--- config.mk ---
export PLATFORM = sky130hd
export DESIGN_NAME = gss_status_select
export DESIGN_NICKNAME = d
export VERILOG_FILES = /design/src/include/gss_pkg.sv /design/src/logic/gss_status_select.sv
export SDC_FILE = /design/constraint.sdc
export NUM_CORES = 1
export LEC_CHECK = 0
export BUFFER_PORTS_ARGS = -buffer_cell sky130_fd_sc_hd__buf_2
export CAP_MARGIN = 15
export CORE_AREA = 2 2 108 110
export CTS_BUF_LIST = sky130_fd_sc_hd__clkbuf_8
export DETAILED_ROUTE_END_ITERATION = 10
export DIE_AREA = 0 0 110 112
export GPL_TIMING_DRIVEN = 0
export PLACE_DENSITY = 0.88
export SLEW_MARGIN = 20
export SYNTH_ARGS = -nofsm -noshare
export SYNTH_HDL_FRONTEND = slang
export SYNTH_SLANG_ARGS = --single-unit
--- constraint.sdc ---
create_clock -name mclk -period 3.15 [get_ports mclk]
set_input_delay 0.1575 -clock mclk [delete_from_list [all_inputs] [get_ports mclk]]
set_output_delay 0.1575 -clock mclk [all_outputs]
set_load 0.005 [all_outputs]
--- src/include/gss_pkg.sv ---
package gss_pkg;

  // ----------------------------------------------------------------
  // pin and code geometry
  // ----------------------------------------------------------------
  localparam int unsigned GPIO_COUNT = 16; // all selectable pins
  localparam int unsigned LOW_PIN_COUNT = 8; // pins that carry the restricted levels
  localparam int unsigned CODE_W = 10; // width of one function code
  localparam int unsigned ALARM_CH = 4; // alarm channels one to four
  localparam int unsigned TIMER_CH = 2; // timers one and two
  localparam int unsigned PW_W = 8; // width of the alarm pulse-width setting

  // ----------------------------------------------------------------
  // function codes
  // ----------------------------------------------------------------
  localparam logic [CODE_W-1:0] FN_FIFO_NOT_EMPTY = 10'h158; // log fifo holds entries
  localparam logic [CODE_W-1:0] FN_ALARM_FIRST = 10'h230; // alarm channel one
  localparam logic [CODE_W-1:0] FN_ALARM_LAST = 10'h233; // alarm channel four
  localparam logic [CODE_W-1:0] FN_TIMER_FIRST = 10'h250; // timer one
  localparam logic [CODE_W-1:0] FN_TIMER_LAST = 10'h251; // timer two
  localparam logic [CODE_W-1:0] FN_DSP_IDLE = 10'h373; // dsp power state

  // ----------------------------------------------------------------
  // small constants
  // ----------------------------------------------------------------
  localparam logic [PW_W-1:0] PW_ZERO = 8'h00; // setting that means shortest pulse
  localparam logic [PW_W-1:0] PW_MIN = 8'h01; // shortest pulse, one cycle
  localparam logic [PW_W-1:0] PW_STEP = 8'h01; // countdown step

  // ----------------------------------------------------------------
  // carriers
  // ----------------------------------------------------------------
  typedef logic [GPIO_COUNT-1:0][CODE_W-1:0] gss_sel_t; // one code per pin

  // status signals from the logger, alarm, timer and dsp blocks
  typedef struct packed {
    logic fifo_not_empty; // level, high while the log fifo has entries
    logic [ALARM_CH-1:0] alarm_cond; // level, trigger condition met
    logic [TIMER_CH-1:0] timer_done; // level, timer at final count
    logic dsp_busy; // level, high while the dsp is busy
  } gss_src_t;

  // whole state of the selector
  typedef struct packed {
    logic [ALARM_CH-1:0] alarm_prev; // last seen trigger condition
    logic [ALARM_CH-1:0][PW_W-1:0] alarm_cnt; // remaining pulse cycles
    logic [TIMER_CH-1:0] timer_prev; // last seen final-count level
    logic [GPIO_COUNT-1:0] pin_val; // registered pin levels
    logic [GPIO_COUNT-1:0] pin_oe; // registered pin drive enables
  } gss_state_t;

endpackage

--- src/logic/gss_status_select.sv ---
`timescale 1ns/1ps
// What this block does
// - code 0x158 shows fifo not-empty, pins 1-8
// - codes 0x230-0x233 pulse on alarm channel trigger
// - alarm pulse width comes from a setting
// - codes 0x250/0x251 pulse when timer reaches end
// - code 0x373 shows dsp idle, pins 1-8
// - alarm and timer codes work on all sixteen pins
module gss_status_select
(
  // clock and reset
  input wire logic mclk,
  input wire logic rst_n,
  // per-pin function selection and alarm pulse setting
  input wire gss_pkg::gss_sel_t pin_sel,
  input wire logic [gss_pkg::PW_W-1:0] alarm_pulse_width,
  // status sources
  input wire gss_pkg::gss_src_t src,
  // pin side
  output logic [gss_pkg::GPIO_COUNT-1:0] gpio_out,
  output logic [gss_pkg::GPIO_COUNT-1:0] gpio_oe
);

  // ----------------------------------------------------------------
  // routing function
  // ----------------------------------------------------------------

  // returns {drive, level} for one pin; unknown codes leave the pin undriven
  function automatic logic [1:0] gss_route
  (
    input logic [gss_pkg::CODE_W-1:0] code,
    input int unsigned pin,
    input logic fifo_lvl,
    input logic [gss_pkg::ALARM_CH-1:0] alarm_lvl,
    input logic [gss_pkg::TIMER_CH-1:0] timer_lvl,
    input logic idle_lvl
  );
    logic low_pin;
    logic [1:0] res;
    int unsigned idx;
    low_pin = (pin < gss_pkg::LOW_PIN_COUNT);
    res = 2'h0;
    idx = 0;
    // fifo level only on the low pins
    if (code == gss_pkg::FN_FIFO_NOT_EMPTY && low_pin)
    begin
      res = {1'b1, fifo_lvl};
    end
    // alarm channels, any pin
    else if (code >= gss_pkg::FN_ALARM_FIRST && code <= gss_pkg::FN_ALARM_LAST)
    begin
      idx = 32'(code - gss_pkg::FN_ALARM_FIRST);
      res = {1'b1, alarm_lvl[idx]};
    end
    // timers, any pin
    else if (code >= gss_pkg::FN_TIMER_FIRST && code <= gss_pkg::FN_TIMER_LAST)
    begin
      idx = 32'(code - gss_pkg::FN_TIMER_FIRST);
      res = {1'b1, timer_lvl[idx]};
    end
    // dsp idle level only on the low pins
    else if (code == gss_pkg::FN_DSP_IDLE && low_pin)
    begin
      res = {1'b1, idle_lvl};
    end
    return res;
  endfunction

  // ----------------------------------------------------------------
  // state
  // ----------------------------------------------------------------
  gss_pkg::gss_state_t st_r; // registered state
  gss_pkg::gss_state_t st_nxt; // next state
  logic [gss_pkg::ALARM_CH-1:0] alarm_pulse; // alarm pulse levels, next cycle
  logic [gss_pkg::TIMER_CH-1:0] timer_pulse; // timer one-cycle pulses
  logic [gss_pkg::PW_W-1:0] pw_load; // pulse length to load on a trigger
  // width that the exact-length check watches, one of those the bench drives
  localparam logic [gss_pkg::PW_W-1:0] PW_CHECK = 8'h03;

  // ----------------------------------------------------------------
  // next-state logic
  // ----------------------------------------------------------------

  // pulse shaping for events, plain pass-through for levels
  always_comb
  begin
    logic [1:0] r;
    r = 2'h0;
    st_nxt = st_r;
    alarm_pulse = '0;
    timer_pulse = '0;
    // a zero setting still gives a visible one-cycle pulse
    pw_load = (alarm_pulse_width == gss_pkg::PW_ZERO) ? gss_pkg::PW_MIN : alarm_pulse_width;
    st_nxt.alarm_prev = src.alarm_cond;
    st_nxt.timer_prev = src.timer_done;
    // alarm channels: a new trigger reloads, even mid-pulse
    for (int i = 0; i < gss_pkg::ALARM_CH; i++)
    begin
      if (src.alarm_cond[i] && !st_r.alarm_prev[i])
      begin
        st_nxt.alarm_cnt[i] = pw_load;
      end
      else if (st_r.alarm_cnt[i] != gss_pkg::PW_ZERO)
      begin
        st_nxt.alarm_cnt[i] = st_r.alarm_cnt[i] - gss_pkg::PW_STEP;
      end
      alarm_pulse[i] = (st_nxt.alarm_cnt[i] != gss_pkg::PW_ZERO);
    end
    // timers: one cycle on reaching the final count
    for (int t = 0; t < gss_pkg::TIMER_CH; t++)
    begin
      timer_pulse[t] = src.timer_done[t] && !st_r.timer_prev[t];
    end
    // per-pin routing; levels pass straight through, no latching
    for (int p = 0; p < gss_pkg::GPIO_COUNT; p++)
    begin
      r = gss_route(pin_sel[p], p, src.fifo_not_empty, alarm_pulse, timer_pulse,
        !src.dsp_busy);
      st_nxt.pin_oe[p] = r[1];
      st_nxt.pin_val[p] = r[1] & r[0];
    end
  end

  // ----------------------------------------------------------------
  // state register
  // ----------------------------------------------------------------

  // synchronous reset clears everything, pins undriven and low
  always_ff @(posedge mclk)
  begin
    if (!rst_n)
    begin
      st_r <= '0;
    end
    else
    begin
      st_r <= st_nxt;
    end
  end

  // outputs straight from the state flops
  assign gpio_out = st_r.pin_val;
  assign gpio_oe = st_r.pin_oe;
endmodule

==> results of run 1 <==
[kinds of logic after synthesis]
logic type | synth area share, %
muxes | 4.29
DFF | 24.9
xor gates and xnor gates | 1.87
and+or+nand+nor | 37.8
adders and majority gates | 1.78
AOI/OAI and AO/OA | 21.3
buffers and inverters | 8.09
[flip-flops by register name, indices dropped and copies added (netlist names)]
signal and count:
gpio_oe 16, gpio_out 16, st_r 38
[synthesized netlist by cell type (all sizes together) (7+ instances only)]
| library cell | instances |
|---|---|
| nor2 | 107 |
| nand4 | 12 |
| or3 | 10 |
| nor3 | 21 |
| xnor2 | 7 |
| nor4 | 9 |
| a31oi | 20 |
| a21oi | 32 |
| mux2i | 23 |
| a22oi | 15 |
| o211ai | 13 |
| clkbuf | 23 |
| nor2b | 17 |
| and4 | 7 |
| or4 | 11 |
| and2 | 14 |
| ha | 8 |
| o21ai | 26 |
| o41ai | 7 |
| nor3b | 17 |
| and3 | 10 |
| nand3b | 7 |
| buf | 41 |
| inv | 21 |
| dfxtp | 70 |
| o31ai | 9 |
| nor4b | 7 |
| nand2b | 16 |
| nand3 | 41 |
| nand2 | 57 |
[timing repair]
item                       in CTS  in global routing
hold buffers                    0                  0
setup endpoints to repair       0                  1
gates resized for setup         0                  2
[per-layer routing]
| metal | track usage (%) | up-vias | wire length (µm) |
|---|---|---|---|
| met2 | 48.4 | 368 | 8780 |
| met3 | 5.85 | 49 | 1700 |
| met4 | 10.5 | 0 | 458 |
| met1 | 37.9 | 3155 | 7330 |
| li1 | - | 3235 | - |
| met5 | 0 | - | 0 |
[metrics by stage]
step / util, % / std cells / worst slack [ps] / hold WS, ps / power, mW
floorplan: - / 759 / 669 / 261 / 1.72
global placement: 61.1 / 1106 / 310 / 375 / 2.03
detailed placement: 61.1 / 1106 / 302 / 383 / 2.06
CTS: 62.8 / 1120 / 274 / 14.6 / 2.79
global route: 62.9 / 1120 / 27.4 / 15.3 / 2.98
finish: 62.9 / 1120 / 189 / 5.32 / 2.83
[worst reg2reg max path: stages, from the launching register on]
cell and delay, ps:
sky130_fd_sc_hd__dfxtp_1 350, sky130_fd_sc_hd__inv_1 110, sky130_fd_sc_hd__ha_1 180, sky130_fd_sc_hd__nor3b_1 580
sky130_fd_sc_hd__a31oi_1 180, sky130_fd_sc_hd__a22o_1 250, sky130_fd_sc_hd__nor2_1 470, sky130_fd_sc_hd__buf_2 360
sky130_fd_sc_hd__nand3_1 130, sky130_fd_sc_hd__a41oi_2 170, sky130_fd_sc_hd__o41ai_1 90
[worst paths after layout]
path / slack, ps / end / start
worst max-delay path: 190 / gpio_out[10] / st_r[58]
worst min-delay path: 5 / st_r[33] / src[2]
worst max register to register: 190 / gpio_out[10] / st_r[58]
worst min register to register: 570 / st_r[54] / st_r[54]
[final cells by class]
type                            instances  share of cell area, %
Clock inverter                          3                  0.534
Tap cell                              143                   2.54
Sequential cell                        70                   19.9
Clock buffer                           11                   2.15
Buffer                                 64                   5.35
Inverter                               21                   1.12
Multi-Input combinational cell        604                   53.9
Timing Repair Buffer                  204                   14.5
[where the power goes]
group | switching, mW | internal, mW | leakage [nW]
Sequential | 0.0869 | 0.955 | 0.574
Combinational | 0.599 | 0.440 | 2.43
Clock | 0.352 | 0.396 | 0.104
==> PnR_summary.wiki, run 1 <==
{| class="wikitable"
! Metric !! Value
|-
| Leftover overflow at the end of global routing || 0
|-
| Logic depth of the worst register-to-register path || 10
|-
| Die extent in x || 110 µm
|-
| Vert. Die Dim || 112 µm
|-
| Final TNS setup || 0 ps
|-
| Worst VDD drop || 0.174 mV
|-
| Synthesized netlist cell count || 759
|-
| Clock slew at the register clock pins of the worst setup and hold paths || 90 ps
|-
| Number of input and output port buffers inserted || 204
|-
| Count of final hold-check violations || 0
|-
| Insertion delay of the later-clocked pin in the worst-skew pair || 370 ps
|-
| Setup violators final || 0
|-
| Area leader, netlist || sky130_fd_sc_hd__dfxtp_1
|-
| Result of the run || finished clean
|-
| Type of the worst setup path || reg -> reg
|-
| Worst Path Required || 3400 ps
|-
| Slew Viols, Final || 0
|-
| Sequential fraction of the synthesis area || 24.9%
|-
| Delay contributed by the slowest stage of the critical path || 580 ps
|-
| Diode count || 0
|-
| Starting utilization of the core area || 50.4%
|-
| Most frequent cells in the layout || sky130_fd_sc_hd__buf_2, sky130_fd_sc_hd__nor2_1, sky130_fd_sc_hd__dfxtp_1
|-
| First-pass GRT wire length || 29100 µm
|-
| Via density per instance || 6.08
|-
| Portion of the clock cycle consumed by the worst path in the final layout || 94.0%
|-
| Count of warnings emitted by yosys || 0
|-
| Min Clock Period, post-route || 2960 ps
|-
| Element type at the critical path end || flop
|-
| Boundary Pins || 210
|-
| Kind of start point of the critical path || flop
|-
| Power per standard cell area || 402 nW/µm²
|-
| Top cell type's share of synthesized area || 24.9%
|-
| Worst-Margin Slew || 879 ps
|-
| Largest cells by area after synthesis || sky130_fd_sc_hd__dfxtp_1, sky130_fd_sc_hd__nor2_1, sky130_fd_sc_hd__buf_4
|-
| Multi-input logic area || 3790 µm²
|-
| Kind of cell adding the most delay to the critical path || simple AND/OR/NAND/NOR gates
|-
| CP Depth || 10
|-
| Total number of vias || 6807
|-
| Initial antenna violation count || 0
|-
| Layout Skew || 19.1 ps
|-
| Std-Cell Rows || 39
|-
| Post-CTS setup buffers || 0
|-
| Avg Cell Area, Syn || 7.42 µm²
|-
| Largest net degree at the start of global routing || 11
|-
| RSZ-0062 raised after global routing || no
|-
| Number of CTS-inserted buffers || 9
|-
| Post-Route WL || 18300 µm
|-
| Layout-stage area growth over the synthesis result || 24.9%
|-
| Number of global-route vias before repair || 6248
|-
| Fraction of final layout cells sized beyond drive strength 1 || 28.4%
|-
| Total clock sinks || 70
|-
| Average routed wire per standard cell || 16.3 µm
|-
| Flip-flop and latch count after synthesis || 70
|-
| Area of placed instances || 6830 µm²
|-
| DRT antenna net count || 0
|-
| Number of design rule violations left after detail routing || 0
|-
| Arr. time, crit path || 3210 ps
|-
| Floorplan Core Area || 11200 µm²
|-
| Depth of the CTS H-tree || 3
|-
| Highest net fanout along the worst path || 10
|-
| Number of different library cells in the post-synthesis netlist || 76
|-
| Number of detailed-routing iterations run before antenna repair || 5
|-
| Crit path buf inv count || 2
|-
| Crit-path slowest cell || sky130_fd_sc_hd__nor3b_1
|-
| Buffer depth of the longest clock path || 2
|-
| Final HPWL DP || 14000 µm
|-
| Post-synth EDFFs || 0
|-
| GPL Wtd Cong || 0.964
|-
| Finished layout cell area || 7030 µm²
|-
| Relative slew slack || 40.8%
|-
| Full die area || 12300 µm²
|-
| Filler Cells Inserted || 953
|-
| Final Net Count || 1160
|-
| Cells traversed along the worst timing path || inv_1 > ha_1 > nor3b_1 > a31oi_1 > a22o_1 > nor2_1 > buf_2 > nand3_1 > a41oi_2 > o41ai_1
|-
| Total leakage power || 3.10 nW
|-
| Most common cell after layout, fill and taps aside || sky130_fd_sc_hd__buf_2
|-
| Syn Nets || 945
|-
| Most used flip-flop cell after synthesis || sky130_fd_sc_hd__dfxtp_1
|-
| Fraction of registers with async set or reset after synthesis || 0%
|-
| First DRT Iteration DRCs || 498
|-
| Combined area of all synthesized cells || 5630 µm²
|-
| Class of the worst hold path || in -> reg
|-
| Fmax || 338 MHz
|-
| Sequential standard cell area || 1400 µm²
|-
| MaxCap Viol Count || 0
|-
| Cell at the root of the clock tree || sky130_fd_sc_hd__clkbuf_8
|-
| CTS tree || built
|-
| Cells on Worst Hold Path || 2
|-
| Combined global-route utilization of all metal layers || 29.4%
|}
(Power assumes the default switching activity.)
==> run 2, diff against run 1 <==
--- a/config.mk
+++ b/config.mk
@@ -13,6 +13,7 @@
 export DIE_AREA = 0 0 110 112
 export GPL_TIMING_DRIVEN = 0
 export PLACE_DENSITY = 0.88
+export SETUP_SLACK_MARGIN = 0.5
 export SLEW_MARGIN = 20
 export SYNTH_ARGS = -nofsm -noshare
 export SYNTH_HDL_FRONTEND = slang
==> run 2 against run 1 <==
Setup slack improved by 270 ps. Largest power group is now combinational cells. Die area unchanged. Worst hold slack got worse by 3.2 ps. Maximum frequency increased by 9.9%. Critical path depth decreased by 2. Combinational power increased by 18%. Register-to-register slack improved by 270 ps.
==> PnR_summary.wiki, run 2 (synthesis results as in run 1) <==
{| class="wikitable"
! Metric !! Value
|-
| Clock slew at the register clock pins of the worst setup and hold paths || 90 ps (about the same)
|-
| Met3 Track Usage GR || 5.21% (-0.64 points)
|-
| Slew Viols, Final || 0 (unchanged)
|-
| Depth of the CTS H-tree || 3 (unchanged)
|-
| Arr. time, crit path || 2990 ps (-220 ps)
|-
| Global-route track usage on met2 || 49.6% (+1.2 points)
|-
| Worst VDD drop || 0.181 mV (+4.0%)
|-
| MaxCap Viol Count || 0 (unchanged)
|-
| Type of the worst setup path || reg -> reg
|-
| Initial antenna violation count || 0 (unchanged)
|-
| Utilization of the core after routing || 66.0% (+3.1 points)
|-
| Cell at the root of the clock tree || sky130_fd_sc_hd__clkbuf_8
|-
| Global-route track usage on met1 || 38.6% (+0.69 points)
|-
| CTS tree || built
|-
| First-pass GRT wire length || 29500 µm (+1.5%)
|-
| Starting utilization of the core area || 50.4% (unchanged)
|-
| Setup violators final || 0 (unchanged)
|-
| Number of global-route vias before repair || 6297 (+0.78%)
|-
| Count of hold-fix buffers inserted at cts || 0 (unchanged)
|-
| Reg with most FFs || st_r
|-
| Relative slew slack || 44.1% (+3.2 points)
|-
| Element type at the critical path end || flop
|-
| Total number of vias || 7054 (+3.6%)
|-
| Area of placed instances || 6830 µm² (unchanged)
|-
| Flip-flop count of the largest register, all copies and words added || 38 (unchanged)
|-
| Vert. Die Dim || 112 µm (unchanged)
|-
| Most frequent cells in the layout || sky130_fd_sc_hd__buf_2, sky130_fd_sc_hd__nor2_1, sky130_fd_sc_hd__dfxtp_1
|-
| Layout Skew || 17.9 ps (-1.19 ps)
|-
| GPL Wtd Cong || 0.964 (unchanged)
|-
| Number of design rule violations left after detail routing || 0 (unchanged)
|-
| DRT antenna net count || 0 (unchanged)
|-
| Layout-stage area growth over the synthesis result || 31.0%
|-
| Buffer depth of the longest clock path || 2 (unchanged)
|-
| Delay contributed by the slowest stage of the critical path || 780 ps (+200 ps)
|-
| Total leakage power || 3.22 nW (+3.9%)
|-
| Portion of the clock cycle consumed by the worst path in the final layout || 85.5% (-8.5 points)
|-
| Boundary Pins || 210 (unchanged)
|-
| Pre-CTS setup slack || 302 ps (unchanged)
|-
| Number of detailed-routing iterations run before antenna repair || 5 (unchanged)
|-
| Post-Route WL || 19600 µm (+7.6%)
|-
| Average routed wire per standard cell || 17.3 µm (+6.4%)
|-
| Final HPWL DP || 14000 µm (unchanged)
|-
| Largest net degree at the start of global routing || 11 (unchanged)
|-
| Kind of start point of the critical path || flop
|-
| Count of final hold-check violations || 0 (unchanged)
|-
| Fraction of final layout cells sized beyond drive strength 1 || 32.8% (+4.5 points)
|-
| Number of input and output port buffers inserted || 204 (unchanged)
|-
| Result of the run || finished clean
|-
| Total clock sinks || 70 (unchanged)
|-
| Fmax || 371 MHz (+9.9%)
|-
| Flop2flop setup slack || 460 ps (+270 ps)
|-
| Power per standard cell area || 413 nW/µm² (+2.8%)
|-
| Combined global-route utilization of all metal layers || 29.9% (+0.44 points)
|-
| Insertion delay of the later-clocked pin in the worst-skew pair || 370 ps (about the same)
|-
| Class of the worst hold path || in -> reg
|-
| Least setup slack across all paths after layout || 456 ps (+268 ps)
|-
| Highest net fanout along the worst path || 7 (-3)
|-
| Worst Path Required || 3440 ps (+40 ps)
|-
| Final TNS setup || 0 ps (unchanged)
|-
| Floorplan Core Area || 11200 µm² (unchanged)
|-
| Final Total Pwr || 3.05 mW (+7.8%)
|-
| Diode count || 0 (unchanged)
|-
| Number of CTS-inserted buffers || 9 (unchanged)
|-
| Busiest layer in global routing || met2
|-
| Final Net Count || 1173 (+1.1%)
|-
| Most common cell after layout, fill and taps aside || sky130_fd_sc_hd__buf_2
|-
| Cells traversed along the worst timing path || nor3_1 > mux2i_1 > o41ai_1 > nor4b_4 > buf_6 > nand4b_1 > nand3_1 > o31ai_1
|-
| RSZ-0062 raised after global routing || yes
|-
| Via density per instance || 6.23 (+2.4%)
|-
| Finished layout cell area || 7370 µm² (+4.9%)
|-
| First DRT Iteration DRCs || 589 (+18%)
|-
| Min Clock Period, post-route || 2690 ps (-268 ps)
|-
| Worst-Margin Slew || 828 ps (-51.1 ps)
|-
| Full die area || 12300 µm² (unchanged)
|-
| Leftover overflow at the end of global routing || 0 (unchanged)
|-
| Std-Cell Rows || 39 (unchanged)
|-
| Die extent in x || 110 µm (unchanged)
|-
| Crit-path slowest cell || sky130_fd_sc_hd__o41ai_1
|}
[run 2: per-layer routing]
| layer | vias to the layer above | part of all wire, % |
|---|---|---|
| li1 | 3265 | - |
| met1 | 3232 | 38 |
| met2 | 478 | 48 |
| met3 | 79 | 11 |
| met4 | 0 | 3.3 |
| met5 | - | 0 |
[run 2: what timing repair did]
| action | in CTS | in global routing |
|---|---|---|
| setup endpoints to repair | 16 | 16 |
| pin swaps | 4 | 18 |
| buffers inserted | 2 | 10 |
| cloned | 0 | 1 |
| gates resized for setup | 18 | 48 |
| endpoints found under the hold margin | 0 | 0 |
[run 2: worst paths after layout]
path	startpoint	end	depth (start not counted)
worst min register to register	st_r[54]	st_r[54]	2
worst max-delay path	st_r[44]	gpio_out[5]	8
worst max register to register	st_r[44]	gpio_out[5]	8
worst min-delay path	src[2]	st_r[33]	2
[run 2: critical path: cells and delay by family, from the launching register on]
family / cells / cell delay [ps]
AO/OA/AOI/OAI: 2 / 1000
AND/OR/NAND/NOR: 4 / 810
multiplexers: 1 / 210
flip-flops: 1 / 410
buffers and inverters: 1 / 190
[run 2: cell type report]
class / instances / area, µm²
multi-input cells: 604 / 3990
clock inverters: 3 / 37.5
clock buffers: 11 / 151
well taps: 143 / 179
inverters: 21 / 81.3
plain buffers: 64 / 398
repair buffers: 217 / 1120
flip-flops and latches: 70 / 1420
fillers: 894 / 3800
[run 2: power by group]
group	switching (mW)	total [mW]	internal [mW]
logic	0.684	1.23	0.544
clock network	0.359	0.754	0.396
registers	0.107	1.07	0.959
[run 2: stage by stage]
step	hold slack, ps	cells
final	2.14	1133
after global routing	8.05	1133
after CTS	14.6	1122
after detailed placement	383	1106
after global placement	375	1106
after floorplan	261	759
